File: src/rtl/nofp_pkg.sv
/*
  Shared constants for the navigation output field packer: register offsets,
  field word layout, estimator status bit positions and the sequencer states.
  Assumes a 32-bit APB register bus with byte addresses.
*/
package nofp_pkg;

  // ----------------------------------------------------------------------
  // Register map
  // ----------------------------------------------------------------------
  localparam logic [11:0] OFS_CTRL = 12'h000;
  localparam logic [11:0] OFS_GPS_SEL = 12'h004;
  localparam logic [11:0] OFS_ATT_SEL = 12'h008;
  localparam logic [11:0] OFS_STATUS = 12'h00C;
  localparam logic [3:0] FIELD_PAGE = 4'h1;

  localparam int CTRL_GPS_EN = 0;
  localparam int CTRL_ATT_SEND = 1;
  localparam int STAT_BUSY = 0;
  localparam int STAT_TRACK = 1;
  localparam int STAT_REFUSED = 2;
  localparam int STAT_WORD_LO = 16;

  localparam logic [15:0] SEL_RESET = 16'h0000;
  localparam logic [15:0] GPS_SEL_USED = 16'h0F80;
  localparam logic [15:0] ATT_SEL_USED = 16'h01FF;
  localparam int ATT_BIT_STATUS = 0;

  // ----------------------------------------------------------------------
  // Field word layout
  // ----------------------------------------------------------------------
  localparam int FIELD_WORDS = 42;
  localparam logic [5:0] GPS_FIRST = 6'h00;
  localparam logic [5:0] GPS_LAST = 6'h0A;
  localparam logic [5:0] ATT_FIRST = 6'h0B;
  localparam logic [5:0] ATT_LAST = 6'h29;
  localparam logic [2:0] WORD_BYTES = 3'h4;
  localparam logic [2:0] STATUS_BYTES = 3'h2;

  // ----------------------------------------------------------------------
  // Estimator status word bit positions
  // ----------------------------------------------------------------------
  localparam int ST_QUALITY = 0;
  localparam int ST_RATE_CLIP = 2;
  localparam int ST_RATE_REC = 3;
  localparam int ST_MAG_INT = 4;
  localparam int ST_MAG_CLIP = 6;
  localparam int ST_ACC_INT = 7;
  localparam int ST_ACC_CLIP = 9;
  localparam int ST_INTERNAL = 10;
  localparam int ST_DECL_MAG = 11;
  localparam int ST_DECL_ACC = 12;

  typedef enum logic [1:0] {
    NOFP_IDLE = 2'b00,
    NOFP_STATUS = 2'b01,
    NOFP_WORDS = 2'b10
  } nofp_state_t;

  // Selection mask bit that owns a given field word.
  function automatic logic [3:0] nofp_word_field(input logic [5:0] idx);
    logic [3:0] f;
    f = 4'h0;
    if (idx < 6'h03) f = 4'h7;
    else if (idx < 6'h06) f = 4'h8;
    else if (idx < 6'h09) f = 4'h9;
    else if (idx < 6'h0A) f = 4'hA;
    else if (idx < 6'h0B) f = 4'hB;
    else if (idx < 6'h0E) f = 4'h1;
    else if (idx < 6'h12) f = 4'h2;
    else if (idx < 6'h1B) f = 4'h3;
    else if (idx < 6'h1E) f = 4'h4;
    else if (idx < 6'h21) f = 4'h5;
    else if (idx < 6'h24) f = 4'h6;
    else if (idx < 6'h27) f = 4'h7;
    else f = 4'h8;
    return f;
  endfunction

endpackage

File: src/rtl/nofp_byte_serializer.sv
/*
  Turns one loaded word into a stream of bytes, least significant first,
  with valid/ready handshake and a last-byte marker.
  Assumes load is only honoured while the serializer is idle.
*/
`timescale 1ns/1ps
`default_nettype none

module nofp_byte_serializer #(
  parameter int WORD_W = 32
) (
  input wire logic clk,
  input wire logic reset,
  input wire logic ce,
  input wire logic load,
  input wire logic [WORD_W-1:0] word,
  input wire logic [2:0] nbytes,
  input wire logic last,
  output logic idle,
  output logic [7:0] byte_data,
  output logic byte_valid,
  output logic byte_last,
  input wire logic byte_ready
);

  logic [WORD_W-1:0] shift, next_shift;
  logic [2:0] count, next_count;
  logic valid, next_valid;
  logic last_flag, next_last_flag;
  logic blast, next_blast;

  always_comb begin
    next_shift = shift;
    next_count = count;
    next_valid = valid;
    next_last_flag = last_flag;
    next_blast = blast;
    if (valid && byte_ready) begin
      next_shift = {8'h00, shift[WORD_W-1:8]};
      next_count = 3'(count - 3'h1);
      next_blast = last_flag && (count == 3'h2);
      if (count == 3'h1) begin
        next_valid = 1'b0;
      end
    end
    if (!valid && load) begin
      next_shift = word;
      next_count = nbytes;
      next_valid = 1'b1;
      next_last_flag = last;
      next_blast = last && (nbytes == 3'h1);
    end
  end

  always_ff @(posedge clk or posedge reset) begin
    if (reset) begin
      shift <= '0;
      count <= 3'h0;
      valid <= 1'b0;
      last_flag <= 1'b0;
      blast <= 1'b0;
    end else if (ce) begin
      shift <= next_shift;
      count <= next_count;
      valid <= next_valid;
      last_flag <= next_last_flag;
      blast <= next_blast;
    end
  end

  assign idle = !valid;
  assign byte_data = shift[7:0];
  assign byte_valid = valid;
  assign byte_last = blast;

  a_lsb_first: assert property (@(posedge clk) disable iff (reset)
    ce && valid && byte_ready && count != 3'h1 |=> byte_data == $past(shift[15:8]))
    else $error("serializer did not move to the next higher byte");

  a_byte_count: assert property (@(posedge clk) disable iff (reset)
    ce && !valid && load && nbytes == 3'h4 && byte_ready |=> valid [*3])
    else $error("four-byte word ended early");

endmodule // nofp_byte_serializer

`default_nettype wire

File: src/rtl/nofp_field_packer.sv
/*
  Navigation output field packer: holds receiver and attitude field words
  written over APB, assembles the estimator status word from live flags, and
  streams the selected fields of either group as a byte payload.
  Assumes all flag inputs come from logic on CLK and the byte sink drives
  OUT_READY on CLK.
*/
// Chosen here: the register offsets and the APB register port.
// What this block does
// - NED receiver velocity, three floats, bytes 0-11
// - ECEF receiver velocity, three floats, bytes 0-11
// - Position uncertainty, three NED floats, bytes 0-11
// - Velocity uncertainty, one float, bytes 0-3
// - Time uncertainty, one 32-bit unsigned nanoseconds
// - Attitude mask bits 0-8 select fields in order
// - Attitude fields valid only while estimator tracks
// - Status word 16 bits, bits 13-15 reserved
// - Status bits 1:0 carry orientation quality
// - Bit 2 rate clipped, bit 3 recovering
// - Bits 5:4 nonzero when magnetic interference present
// - Bit 6 set while magnetometer clipped
// - Bits 8:7 nonzero on acceleration interference
// - Bit 9 set while accelerometer clipped
// - Bit 10 internal; host ignores it
// - Bits 11, 12 declared magnetic/acceleration interference
// - Euler field yaw, pitch, roll degrees
// - Quaternion four floats, scalar last
// - Rotation matrix nine floats, column-major
// - Navigation-frame magnetic field, three floats Gauss
// - Navigation-frame acceleration, three floats with gravity
// - Receiver fields refreshed per receiver update
`timescale 1ns/1ps
`default_nettype none

module nofp_field_packer (
  input wire logic CLK,
  input wire logic RESET,
  input wire logic CE,
  input wire logic PSEL,
  input wire logic PENABLE,
  input wire logic PWRITE,
  input wire logic [11:0] PADDR,
  input wire logic [31:0] PWDATA,
  output logic [31:0] PRDATA,
  output logic PREADY,
  output logic PSLVERR,
  input wire logic GPS_UPDATE,
  input wire logic ESTIMATOR_TRACKING,
  input wire logic [1:0] ORIENTATION_QUALITY,
  input wire logic RATE_SENSOR_CLIPPED,
  input wire logic RATE_CLIP_RECOVERING,
  input wire logic [1:0] MAGNETIC_INTERFERENCE,
  input wire logic MAGNETOMETER_CLIPPED,
  input wire logic [1:0] ACCEL_INTERFERENCE,
  input wire logic ACCELEROMETER_CLIPPED,
  input wire logic INTERNAL_FLAG,
  input wire logic DECLARED_MAGNETIC_INTERFERENCE,
  input wire logic DECLARED_ACCEL_INTERFERENCE,
  output logic ATT_FIELDS_VALID,
  output logic [7:0] OUT_DATA,
  output logic OUT_VALID,
  output logic OUT_LAST,
  input wire logic OUT_READY
);

  // ----------------------------------------------------------------------
  // State
  // ----------------------------------------------------------------------
  logic [31:0] field_mem [0:nofp_pkg::FIELD_WORDS-1];
  nofp_pkg::nofp_state_t state, next_state;
  logic [5:0] ptr, next_ptr;
  logic grp_att, next_grp_att;
  logic gps_pending, next_gps_pending;
  logic att_pending, next_att_pending;
  logic refused, next_refused;
  logic gps_en, next_gps_en;
  logic [15:0] gps_sel, next_gps_sel;
  logic [15:0] att_sel, next_att_sel;
  logic [15:0] status_word, next_status_word;
  logic tracking, next_tracking;
  logic [31:0] prdata, next_prdata;
  logic pready, next_pready;
  logic pslverr, next_pslverr;

  logic setup, access, wr;
  logic field_hit;
  logic [5:0] field_idx;
  logic [nofp_pkg::FIELD_WORDS-1:0] word_sel;
  logic [5:0] last_sel;
  logic att_words_any, gps_any;
  logic ser_load, ser_last, ser_idle;
  logic [31:0] ser_word;
  logic [2:0] ser_nbytes;

  // ----------------------------------------------------------------------
  // Bus decode
  // ----------------------------------------------------------------------
  assign setup = PSEL && !PENABLE;
  assign access = PSEL && PENABLE && pready;
  assign wr = access && PWRITE;
  assign field_idx = PADDR[7:2];
  assign field_hit = (PADDR[11:8] == nofp_pkg::FIELD_PAGE) && (PADDR[1:0] == 2'h0)
    && (field_idx <= nofp_pkg::ATT_LAST);

  // ----------------------------------------------------------------------
  // Field selection
  // ----------------------------------------------------------------------
  // each word follows its mask bit
  for (genvar i = 0; i < nofp_pkg::FIELD_WORDS; i++) begin : g_sel
    if (i <= 10) begin : g_gps
      assign word_sel[i] = gps_sel[nofp_pkg::nofp_word_field(6'(i))];
    end else begin : g_att
      assign word_sel[i] = att_sel[nofp_pkg::nofp_word_field(6'(i))];
    end
  end

  always_comb begin
    last_sel = nofp_pkg::GPS_FIRST;
    for (int k = 0; k < nofp_pkg::FIELD_WORDS; k++) begin
      if (word_sel[k] && ((k > 10) == grp_att)) begin
        last_sel = 6'(k);
      end
    end
  end

  assign att_words_any = |word_sel[nofp_pkg::FIELD_WORDS-1:11];
  assign gps_any = |word_sel[10:0];

  // ----------------------------------------------------------------------
  // Status word and register file
  // ----------------------------------------------------------------------
  always_comb begin
    next_status_word = 16'h0000;
    next_status_word[nofp_pkg::ST_QUALITY +: 2] = ORIENTATION_QUALITY;
    next_status_word[nofp_pkg::ST_RATE_CLIP] = RATE_SENSOR_CLIPPED;
    next_status_word[nofp_pkg::ST_RATE_REC] = RATE_CLIP_RECOVERING;
    next_status_word[nofp_pkg::ST_MAG_INT +: 2] = MAGNETIC_INTERFERENCE;
    next_status_word[nofp_pkg::ST_MAG_CLIP] = MAGNETOMETER_CLIPPED;
    next_status_word[nofp_pkg::ST_ACC_INT +: 2] = ACCEL_INTERFERENCE;
    next_status_word[nofp_pkg::ST_ACC_CLIP] = ACCELEROMETER_CLIPPED;
    next_status_word[nofp_pkg::ST_INTERNAL] = INTERNAL_FLAG;
    next_status_word[nofp_pkg::ST_DECL_MAG] = DECLARED_MAGNETIC_INTERFERENCE;
    next_status_word[nofp_pkg::ST_DECL_ACC] = DECLARED_ACCEL_INTERFERENCE;
    next_tracking = ESTIMATOR_TRACKING;

    next_gps_en = gps_en;
    next_gps_sel = gps_sel;
    next_att_sel = att_sel;
    next_pready = setup;
    next_pslverr = 1'b0;
    next_prdata = prdata;
    if (setup) begin
      next_pslverr = 1'b1;
      next_prdata = 32'h0000_0000;
      if (field_hit) begin
        next_pslverr = 1'b0;
        next_prdata = field_mem[field_idx];
      end
      case (PADDR)
        nofp_pkg::OFS_CTRL: begin
          next_pslverr = 1'b0;
          next_prdata[nofp_pkg::CTRL_GPS_EN] = gps_en;
        end
        nofp_pkg::OFS_GPS_SEL: begin
          next_pslverr = 1'b0;
          next_prdata[15:0] = gps_sel;
        end
        nofp_pkg::OFS_ATT_SEL: begin
          next_pslverr = 1'b0;
          next_prdata[15:0] = att_sel;
        end
        nofp_pkg::OFS_STATUS: begin
          next_pslverr = 1'b0;
          next_prdata[nofp_pkg::STAT_BUSY] = (state != nofp_pkg::NOFP_IDLE) || !ser_idle;
          next_prdata[nofp_pkg::STAT_TRACK] = tracking;
          next_prdata[nofp_pkg::STAT_REFUSED] = refused;
          next_prdata[nofp_pkg::STAT_WORD_LO +: 16] = status_word;
        end
        default: begin
        end
      endcase
    end
    if (wr && PADDR == nofp_pkg::OFS_CTRL) begin
      next_gps_en = PWDATA[nofp_pkg::CTRL_GPS_EN];
    end
    if (wr && PADDR == nofp_pkg::OFS_GPS_SEL) begin
      next_gps_sel = PWDATA[15:0] & nofp_pkg::GPS_SEL_USED;
    end
    if (wr && PADDR == nofp_pkg::OFS_ATT_SEL) begin
      next_att_sel = PWDATA[15:0] & nofp_pkg::ATT_SEL_USED;
    end
  end

  always_ff @(posedge CLK or posedge RESET) begin
    if (RESET) begin
      status_word <= 16'h0000;
      tracking <= 1'b0;
      gps_en <= 1'b0;
      gps_sel <= nofp_pkg::SEL_RESET;
      att_sel <= nofp_pkg::SEL_RESET;
      prdata <= 32'h0000_0000;
      pready <= 1'b0;
      pslverr <= 1'b0;
    end else if (CE) begin
      status_word <= next_status_word;
      tracking <= next_tracking;
      gps_en <= next_gps_en;
      gps_sel <= next_gps_sel;
      att_sel <= next_att_sel;
      prdata <= next_prdata;
      pready <= next_pready;
      pslverr <= next_pslverr;
    end
  end

  // Field words hold no control state, so they are left out of reset.
  always_ff @(posedge CLK) begin
    if (CE && wr && field_hit) begin
      field_mem[field_idx] <= PWDATA;
    end
  end

  // ----------------------------------------------------------------------
  // Payload sequencer
  // ----------------------------------------------------------------------
  always_comb begin
    next_state = state;
    next_ptr = ptr;
    next_grp_att = grp_att;
    next_refused = refused;
    next_att_pending = att_pending;
    next_gps_pending = gps_pending;
    ser_load = 1'b0;
    ser_word = field_mem[ptr];
    ser_nbytes = nofp_pkg::WORD_BYTES;
    ser_last = (ptr == last_sel);
    if (wr && PADDR == nofp_pkg::OFS_STATUS && PWDATA[nofp_pkg::STAT_REFUSED]) begin
      next_refused = 1'b0;
    end
    case (state)
      nofp_pkg::NOFP_IDLE: begin
        if (gps_pending && gps_en) begin
          next_gps_pending = 1'b0;
          if (gps_any) begin
            next_state = nofp_pkg::NOFP_WORDS;
            next_grp_att = 1'b0;
            next_ptr = nofp_pkg::GPS_FIRST;
          end
        end else if (att_pending) begin
          next_att_pending = 1'b0;
          next_grp_att = 1'b1;
          next_ptr = nofp_pkg::ATT_FIRST;
          if (!tracking) begin
            next_refused = 1'b1;
          end else if (att_sel[nofp_pkg::ATT_BIT_STATUS]) begin
            next_state = nofp_pkg::NOFP_STATUS;
          end else if (att_words_any) begin
            next_state = nofp_pkg::NOFP_WORDS;
          end
        end
      end
      nofp_pkg::NOFP_STATUS: begin
        ser_word = {16'h0000, status_word};
        ser_nbytes = nofp_pkg::STATUS_BYTES;
        ser_last = !att_words_any;
        // status word leads as two bytes
        if (ser_idle) begin
          ser_load = 1'b1;
          next_state = att_words_any ? nofp_pkg::NOFP_WORDS : nofp_pkg::NOFP_IDLE;
        end
      end
      nofp_pkg::NOFP_WORDS: begin
        // words go out in ascending order
        if (!word_sel[ptr] || ser_idle) begin
          ser_load = word_sel[ptr];
          if (ptr == last_sel || ptr == nofp_pkg::ATT_LAST
              || (!grp_att && ptr == nofp_pkg::GPS_LAST)) begin
            next_state = nofp_pkg::NOFP_IDLE;
          end else begin
            next_ptr = 6'(ptr + 6'h01);
          end
        end
      end
      default: begin
        next_state = nofp_pkg::NOFP_IDLE;
      end
    endcase
    // a receiver update always leaves a request
    if (GPS_UPDATE) begin
      next_gps_pending = 1'b1;
    end
    if (wr && PADDR == nofp_pkg::OFS_CTRL && PWDATA[nofp_pkg::CTRL_ATT_SEND]) begin
      next_att_pending = 1'b1;
    end
  end

  always_ff @(posedge CLK or posedge RESET) begin
    if (RESET) begin
      state <= nofp_pkg::NOFP_IDLE;
      ptr <= nofp_pkg::GPS_FIRST;
      grp_att <= 1'b0;
      refused <= 1'b0;
      att_pending <= 1'b0;
      gps_pending <= 1'b0;
    end else if (CE) begin
      state <= next_state;
      ptr <= next_ptr;
      grp_att <= next_grp_att;
      refused <= next_refused;
      att_pending <= next_att_pending;
      gps_pending <= next_gps_pending;
    end
  end

  nofp_byte_serializer #(
    .WORD_W(32)
  ) u_ser (
    .clk(CLK),
    .reset(RESET),
    .ce(CE),
    .load(ser_load),
    .word(ser_word),
    .nbytes(ser_nbytes),
    .last(ser_last),
    .idle(ser_idle),
    .byte_data(OUT_DATA),
    .byte_valid(OUT_VALID),
    .byte_last(OUT_LAST),
    .byte_ready(OUT_READY)
  );

  assign PRDATA = prdata;
  assign PREADY = pready;
  assign PSLVERR = pslverr;
  assign ATT_FIELDS_VALID = tracking;

  // ----------------------------------------------------------------------
  // Checks
  // ----------------------------------------------------------------------
  a_reserved_status: assert property (@(posedge CLK) disable iff (RESET)
    status_word[15:13] == 3'h0)
    else $error("reserved status bits set");

  a_quality_rate: assert property (@(posedge CLK) disable iff (RESET)
    CE |=> status_word[3:0] == {$past(RATE_CLIP_RECOVERING), $past(RATE_SENSOR_CLIPPED),
      $past(ORIENTATION_QUALITY)})
    else $error("quality or rate bits wrong");

  a_mag_bits: assert property (@(posedge CLK) disable iff (RESET)
    CE |=> status_word[6:4] == {$past(MAGNETOMETER_CLIPPED), $past(MAGNETIC_INTERFERENCE)})
    else $error("magnetic bits wrong");

  a_accel_bits: assert property (@(posedge CLK) disable iff (RESET)
    CE |=> status_word[12:7] == {$past(DECLARED_ACCEL_INTERFERENCE),
      $past(DECLARED_MAGNETIC_INTERFERENCE), $past(INTERNAL_FLAG),
      $past(ACCELEROMETER_CLIPPED), $past(ACCEL_INTERFERENCE)})
    else $error("acceleration bits wrong");

  a_mask_reserved: assert property (@(posedge CLK) disable iff (RESET)
    att_sel[15:9] == 7'h00)
    else $error("reserved mask bits kept");

  a_att_tracking: assert property (@(posedge CLK) disable iff (RESET)
    CE && state == nofp_pkg::NOFP_IDLE && att_pending && !(gps_pending && gps_en) && !tracking
    |=> refused && state == nofp_pkg::NOFP_IDLE)
    else $error("attitude payload started without tracking");

  a_gps_refresh: assert property (@(posedge CLK) disable iff (RESET)
    CE && GPS_UPDATE |=> gps_pending)
    else $error("receiver update lost");

  a_load_select: assert property (@(posedge CLK) disable iff (RESET)
    ser_load && state == nofp_pkg::NOFP_WORDS |-> word_sel[ptr] && ser_nbytes == 3'h4)
    else $error("unselected or short field word loaded");

  a_apb_answer: assert property (@(posedge CLK) disable iff (RESET)
    CE && PSEL && !PENABLE |=> PREADY ##1 !PREADY)
    else $error("bus answer not one cycle after setup");

endmodule // nofp_field_packer

`default_nettype wire

File: config.mk
export PLATFORM = sky130hd
export DESIGN_NAME = nofp_field_packer
export DESIGN_NICKNAME = d
export VERILOG_FILES = /design/src/rtl/nofp_pkg.sv /design/src/rtl/nofp_byte_serializer.sv /design/src/rtl/nofp_field_packer.sv
export SDC_FILE = /design/constraint.sdc
export NUM_CORES = 2
export LEC_CHECK = 0
export ABC_CLOCK_PERIOD_IN_PS = 7800
export BUFFER_PORTS_ARGS = -buffer_cell sky130_fd_sc_hd__buf_2
export CORE_MARGIN = 2
export CORE_UTILIZATION = 30
export DETAILED_ROUTE_END_ITERATION = 16
export GPL_TIMING_DRIVEN = 0
export PLACE_DENSITY = 0.45
export SLEW_MARGIN = 20
export SYNTH_ARGS = -nofsm -noshare
export SYNTH_HDL_FRONTEND = slang
export SYNTH_SLANG_ARGS = --single-unit
File: constraint.sdc
create_clock -name CLK -period 7.8 [get_ports CLK]
set_input_delay 0.78 -clock CLK [delete_from_list [all_inputs] [get_ports CLK]]
set_output_delay 0.78 -clock CLK [all_outputs]
set_load 0.05 [all_outputs]
Word-level counts from Yosys, hierarchy flattened
Memories as Yosys holds them, arrays and structs flattened.
Cells that the tools add are included.
Storage, ports and cells
  memories kept: 1
  bits in registers: 113
  RAM bits: 1344
  bits in read-only memories: 0
  bits in latches: 0
  output and inout bits: 45
Memories
  field_mem: depth 42, width 32, rd ports 2, clocked after Yosys merged registers in 0, wr ports 1, RTL line nofp_field_packer.sv:69  | logic [31:0] field_mem [0:nofp_pkg::FIELD_WORDS-1];
Operators by class
  eq/ne operators: 22
  multipliers: 0
  multiplexer cells: 71
  divide/modulo/power cells: 0
  order comparisons: 2
  bitwise logic cells: 1
  add/subtract/negate cells: 2
  reduce and logical (&&, ||, !) cells: 68
  shift operators: 0
Operator list (count)
  2-to-1 mux 32 bit: 4
  2-to-1 mux 6 bit: 9
  logical AND 1 bit: 33
  2-to-1 mux 1 bit: 28
  one-hot mux 13 bit (2 select lines): 1
  equality test 12 x 4 -> 1 bit (second input constant): 2
  2-to-1 mux 2 bit: 11
  2-to-1 mux 16 bit: 1
  2-to-1 mux 4 bit: 4
  nonzero test 2 bit: 8
  2-to-1 mux 5 bit: 3
  equality test 12 x 3 -> 1 bit (second input constant): 1
  logical NOT 12 bit: 1
  2-to-1 mux 3 bit: 4
  one-hot mux 2 bit (3 select lines): 2
  one-hot mux 6 bit (2 select lines): 1
  AND reduction 2 bit: 6
  != test 2 bit (second input constant): 5
  != test 3 bit (second input constant): 3
  AND reduction 3 bit: 3
  AND reduction 8 bit: 1
  OR reduction 8 bit: 1
  less-than comparator 6 x 7 -> 1 bit (second input constant): 1
  adder 6 x 1 -> 6 bit (second input constant): 1
  other kinds (23): 32

Depth between registers and ports, before layout
  depth after elaboration: 21
  mapped depth: 13
  depth with buffers taken out: 9

By module
A second synthesis with hierarchy kept.
Second synthesis, totals
  cell total of the unflattened synthesis: 3628
  area, all modules: 68376.8 sq um
Modules (own cells, without submodules)
  nofp_field_packer: cells each 3429, times used 1, area an instance 66418.7 sq um, sequential area each 42235.5 sq um
  nofp_byte_serializer: cells each 199, times used 1, area an instance 1958.1 sq um, sequential area each 950.9 sq um

Worst setup path after synthesis
Ideal clock, no wire load.
  kind: in2reg
  start: input PADDR[11]
  end: memory field_mem[7][0], enable pin
  required time: 7.379 ns
  slack: 3.724 ns
  cell stages on the path: 7
  arrival: 3.655 ns
  setup time: 0.421 ns
  path through: or4_1 -> nor2_1 -> nand3_1 -> clkbuf_1 -> or3_1 -> clkbuf_1 -> nor2_1
On the way
  word-level cells in the longest chain between the ends: 6
Ends and longest elaborated chain
  start: declaration: RTL line nofp_field_packer.sv:42  | input wire logic [11:0] PADDR,
  equality test 4 x 1 -> 1 bit: RTL line nofp_field_packer.sv:102  | assign field_hit = (PADDR[11:8] == nofp_pkg::FIELD_PAGE) && (PADDR[1:0] == 2'h0)
  logical AND 1 bit: RTL line nofp_field_packer.sv:102
  logical AND 1 bit: RTL line nofp_field_packer.sv:103  | && (field_idx <= nofp_pkg::ATT_LAST);
  logical AND 1 bit: RTL line nofp_field_packer.sv:218  | if (CE && wr && field_hit) begin
  2-to-1 mux 1 bit: RTL line nofp_field_packer.sv:218
  2-to-1 mux 1 bit (not written as such): RTL line nofp_field_packer.sv:219  | field_mem[field_idx] <= PWDATA;
  end: declaration: RTL line nofp_field_packer.sv:69
No other way between the ends.

Worst setup path in the final report
  start: register ptr[1]
  end: register u_ser.shift[20]
On the way
  word-level cells in the longest chain between the ends: 9
  elaborated cells between the ends (all ways): 12
  classes of those cells: mux (6); reduce/logical (5); memory (1)
Ends and longest elaborated chain
  start: declaration: RTL line nofp_field_packer.sv:71  | logic [5:0] ptr, next_ptr;
  start signal: assignment: RTL line nofp_field_packer.sv:300  | ptr <= nofp_pkg::GPS_FIRST;
  start signal: assignment: RTL line nofp_field_packer.sv:307  | ptr <= next_ptr;
  binary-select mux 1 bit (select 6 bit): RTL line nofp_field_packer.sv:274, nofp_field_packer.sv:275
  2-to-1 mux 1 bit (not written as such): RTL line nofp_field_packer.sv:274, nofp_field_packer.sv:275
  logical NOT 1 bit: RTL line nofp_field_packer.sv:274  | if (!word_sel[ptr] || ser_idle) begin
  logical OR 1 bit: RTL line nofp_field_packer.sv:274
  2-to-1 mux 1 bit: RTL line nofp_field_packer.sv:274
  one-hot mux 1 bit (2 select lines): RTL line nofp_field_packer.sv:240  | case (state)
  logical AND 1 bit: RTL line nofp_byte_serializer.sv:46  | if (!valid && load) begin
  nonzero test 2 bit (no line)
  AND reduction 2 bit (no line)
  end signal: assignment: RTL line nofp_byte_serializer.sv:63  | shift <= next_shift;
  end: declaration: RTL line nofp_byte_serializer.sv:26  | logic [WORD_W-1:0] shift, next_shift;
Parallel ways exist; a longest one is shown, timed or not. The select of a mux whose other input is x is not followed.
A chain may end at the register's enable or synchronous reset.

==> results.tsv <==
metric	value	unit
rsz0062_at_grt	false	
worstHoldStart	MAGNETIC_INTERFERENCE[0]	
peakVddDrop	164.1	uV
crit_path_start_kind	flop	
crit_arrival	6210	ps
hold_depth	2	
final.period_utilization	0.7060	
via_per_inst	6.202	
final_layout_size_suffix_gt1_frac	0.3478	
met3_usage	0.08365	
critPathRequiredTime	8500	ps
yosysMostFrequentCell	edfxtp_1	
top_usage_layer	met2	
ctsHoldBuffers	1	
cts_tree	done	
cap_violations	0	
grt_pass1_vias	42671	
synth_edf_count	1344	
yosys.area.top_type_share	0.5952	
postRouteWirelength	327500	microns
min_to	status_word[4]	
overflow	0	
worst_pin_slew	1385	ps
gp_congestion	0.9383	
finalPower	23.77	mW
cts_setup_buffers	0	
die_w	479.4	microns
drc	0	
muxShareOfSynthArea	0.2579	
synth_compound_gate_area_share	0.05528	
r2r_slack	2290	ps
cp_max_fo	10	
wl_per_cell	45.70	microns
synth_ff_type	edfxtp_1	
clock_tree.root_cell	clkbuf_16	
rows	174	
finalSetupTns	0	ps
grt_usage	0.2807	
first_pass_iters	6	
clk_pin_slew	60	ps
io_pins	111	
ant_nets	0	
synth_fa_ha_area_frac	0.001661	
hold_path_class	primary input to flop	
clock.fmax	181.6	MHz
met1_usage	0.3750	
final_hold_viol_count	0	
synth_common_cells	edfxtp_1, mux4_2, mux2i_1	
setup_viol	0	
rr_worst_depth	11	
p_leak	26.58	nW
seq_area_frac_synth	0.6369	
synth.avg_cell_area	18.70	sq um
slew_violations	0	
initial_core_util	0.3018	
yosys.area.top_type	edfxtp_1	
cts_buffer_depth	3	
ys_top_cells_by_area	edfxtp_1, mux4_2, dfrtp_1	
grt_max_degree	67	
io_buffers	106	
syn-num-nets	3701	
core	224700	sq um
drt-initial-drc-count	7493	
power.density	294.5	nW/um^2
die_h	479.4	microns
worstSetupEndpointType	flop	
async_flop_share	0.07756	
fin_nets	4109	
skew	48.41	ps
use_met2	0.4111	
route.vias.total	44452	
status	completed	
r2r-end	u_ser.shift[20]	
die_area	229900	sq um
cts.sinks	1457	
hold_slack	166.3	ps
ctsResizeCount	0	
area_growth	19.00	%
synth_area	67810	sq um
grt_pass1_wl	421900	microns
cts_made_buffers	168	
ys_types	76	
ys_ff_latch	1457	
r2r-start	ptr[1]	
synth_xor_xnor_area_share	0.0003875	
clock_latency	850	ps
synthSimpleGateAreaFrac	0.02609	
dp_hpwl	235100	microns
h-tree-depth	4	
antenna_found_initial	26	
crit_type	flop to flop	
maxSlewHeadroom	0.06973	
finish.utilization	0.3592	
ys_warn_count	0	
finalCriticalPeriod	5507	ps
synth_top_family_by_area	multiplexers	
synth_cells	3626	
area by class of cell:
type | count | area, sq um
multi-input combinational | 1849 | 23550
sequential | 1457 | 43190
buffer | 300 | 1498
inverter | 20 | 82.58
clock buffer | 218 | 4432
timing repair buffer | 238 | 3379
fill | 21051 | 144000
tap | 2992 | 3744
clock inverter | 79 | 788.3
antenna | 14 | 35.03
flip-flops by register name, summed over array words and instances (netlist names):
signal	flops
ATT_FIELDS_VALID	1
PRDATA	32
PREADY	1
PSLVERR	1
att_pending	1
att_sel	9
field_mem	1344
gps_en	1
gps_pending	1
gps_sel	5
grp_att	1
ptr	6
refused	1
state	2
status_word	13
u_ser.byte_last	1
u_ser.byte_valid	1
u_ser.count	3
u_ser.last_flag	1
u_ser.shift	32
power breakdown:
| part | leakage (nW) | switching, mW | total [mW] | internal, mW |
|---|---|---|---|---|
| Clock | 2.53 | 3.47 | 7.76 | 4.30 |
| Sequential | 13.5 | 0.0791 | 8.72 | 8.64 |
| Combinational | 10.5 | 5.12 | 7.29 | 2.16 |
worst max path at each step:
stage | to | slack, ps | from
final | u_ser.shift[20] | 2290 | ptr[1]
after detailed placement | u_ser.shift[14] | 2440 | ptr[1]
after CTS | u_ser.shift[14] | 2430 | ptr[1]
after floorplan | field_mem[7][0] | 3720 | PADDR[11]
after global placement | field_mem[29][14] | -1890 | PADDR[4]
after global routing | u_ser.shift[20] | 2400 | ptr[1]
stage by stage:
step / area (sq um) / setup WS (ps) / std cells
detailed placement: 75400 / 2442 / 6855
finish: 80690 / 2293 / 7167
global route: 80660 / 2402 / 7154
CTS: 80630 / 2429 / 7153
floorplan: 67810 / 3724 / 3626
global placement: 72090 / -1894 / 6724
layout by cell type (no fill, tap or decap), types with 54 or more instances in the layout:
master and n:
mux2i_1 244, clkbuf_1 123, clkbuf_16 168, o21ai_0 63, buf_12 73, a211oi_1 62
mux4_2 644, o22ai_1 95, dfrtp_1 113, nand2_1 107, clkbuf_2 54, edfxtp_1 1344
a21oi_1 88, buf_2 229
critical path: stages, from the launching register on:
cell       delay, ps
dfrtp_1          380
buf_4            180
buf_4            220
buf_2            370
buf_2            630
buf_2            850
mux4_2           440
a221oi_1         440
o22ai_1          400
a21oi_1          520
a2bb2oi_1        690
a21oi_1          150
cells by family (layout without fill, tap and decap cells):
group,Yosys count,after routing
flops,1457,1457
mux,936,936
compound gates,540,540
simple gates,361,361
buf+inv,320,855
fa+ha+maj,9,9
xor+xnor,3,3
other cells,0,14
per-layer routing:
layer	vias to the layer above	part of all wire
met4	8	0.064
met1	24233	0.39
met2	3159	0.43
met3	725	0.11
met5	-	0.00013
li1	16327	-
Power figures use the tool's default switching activity.
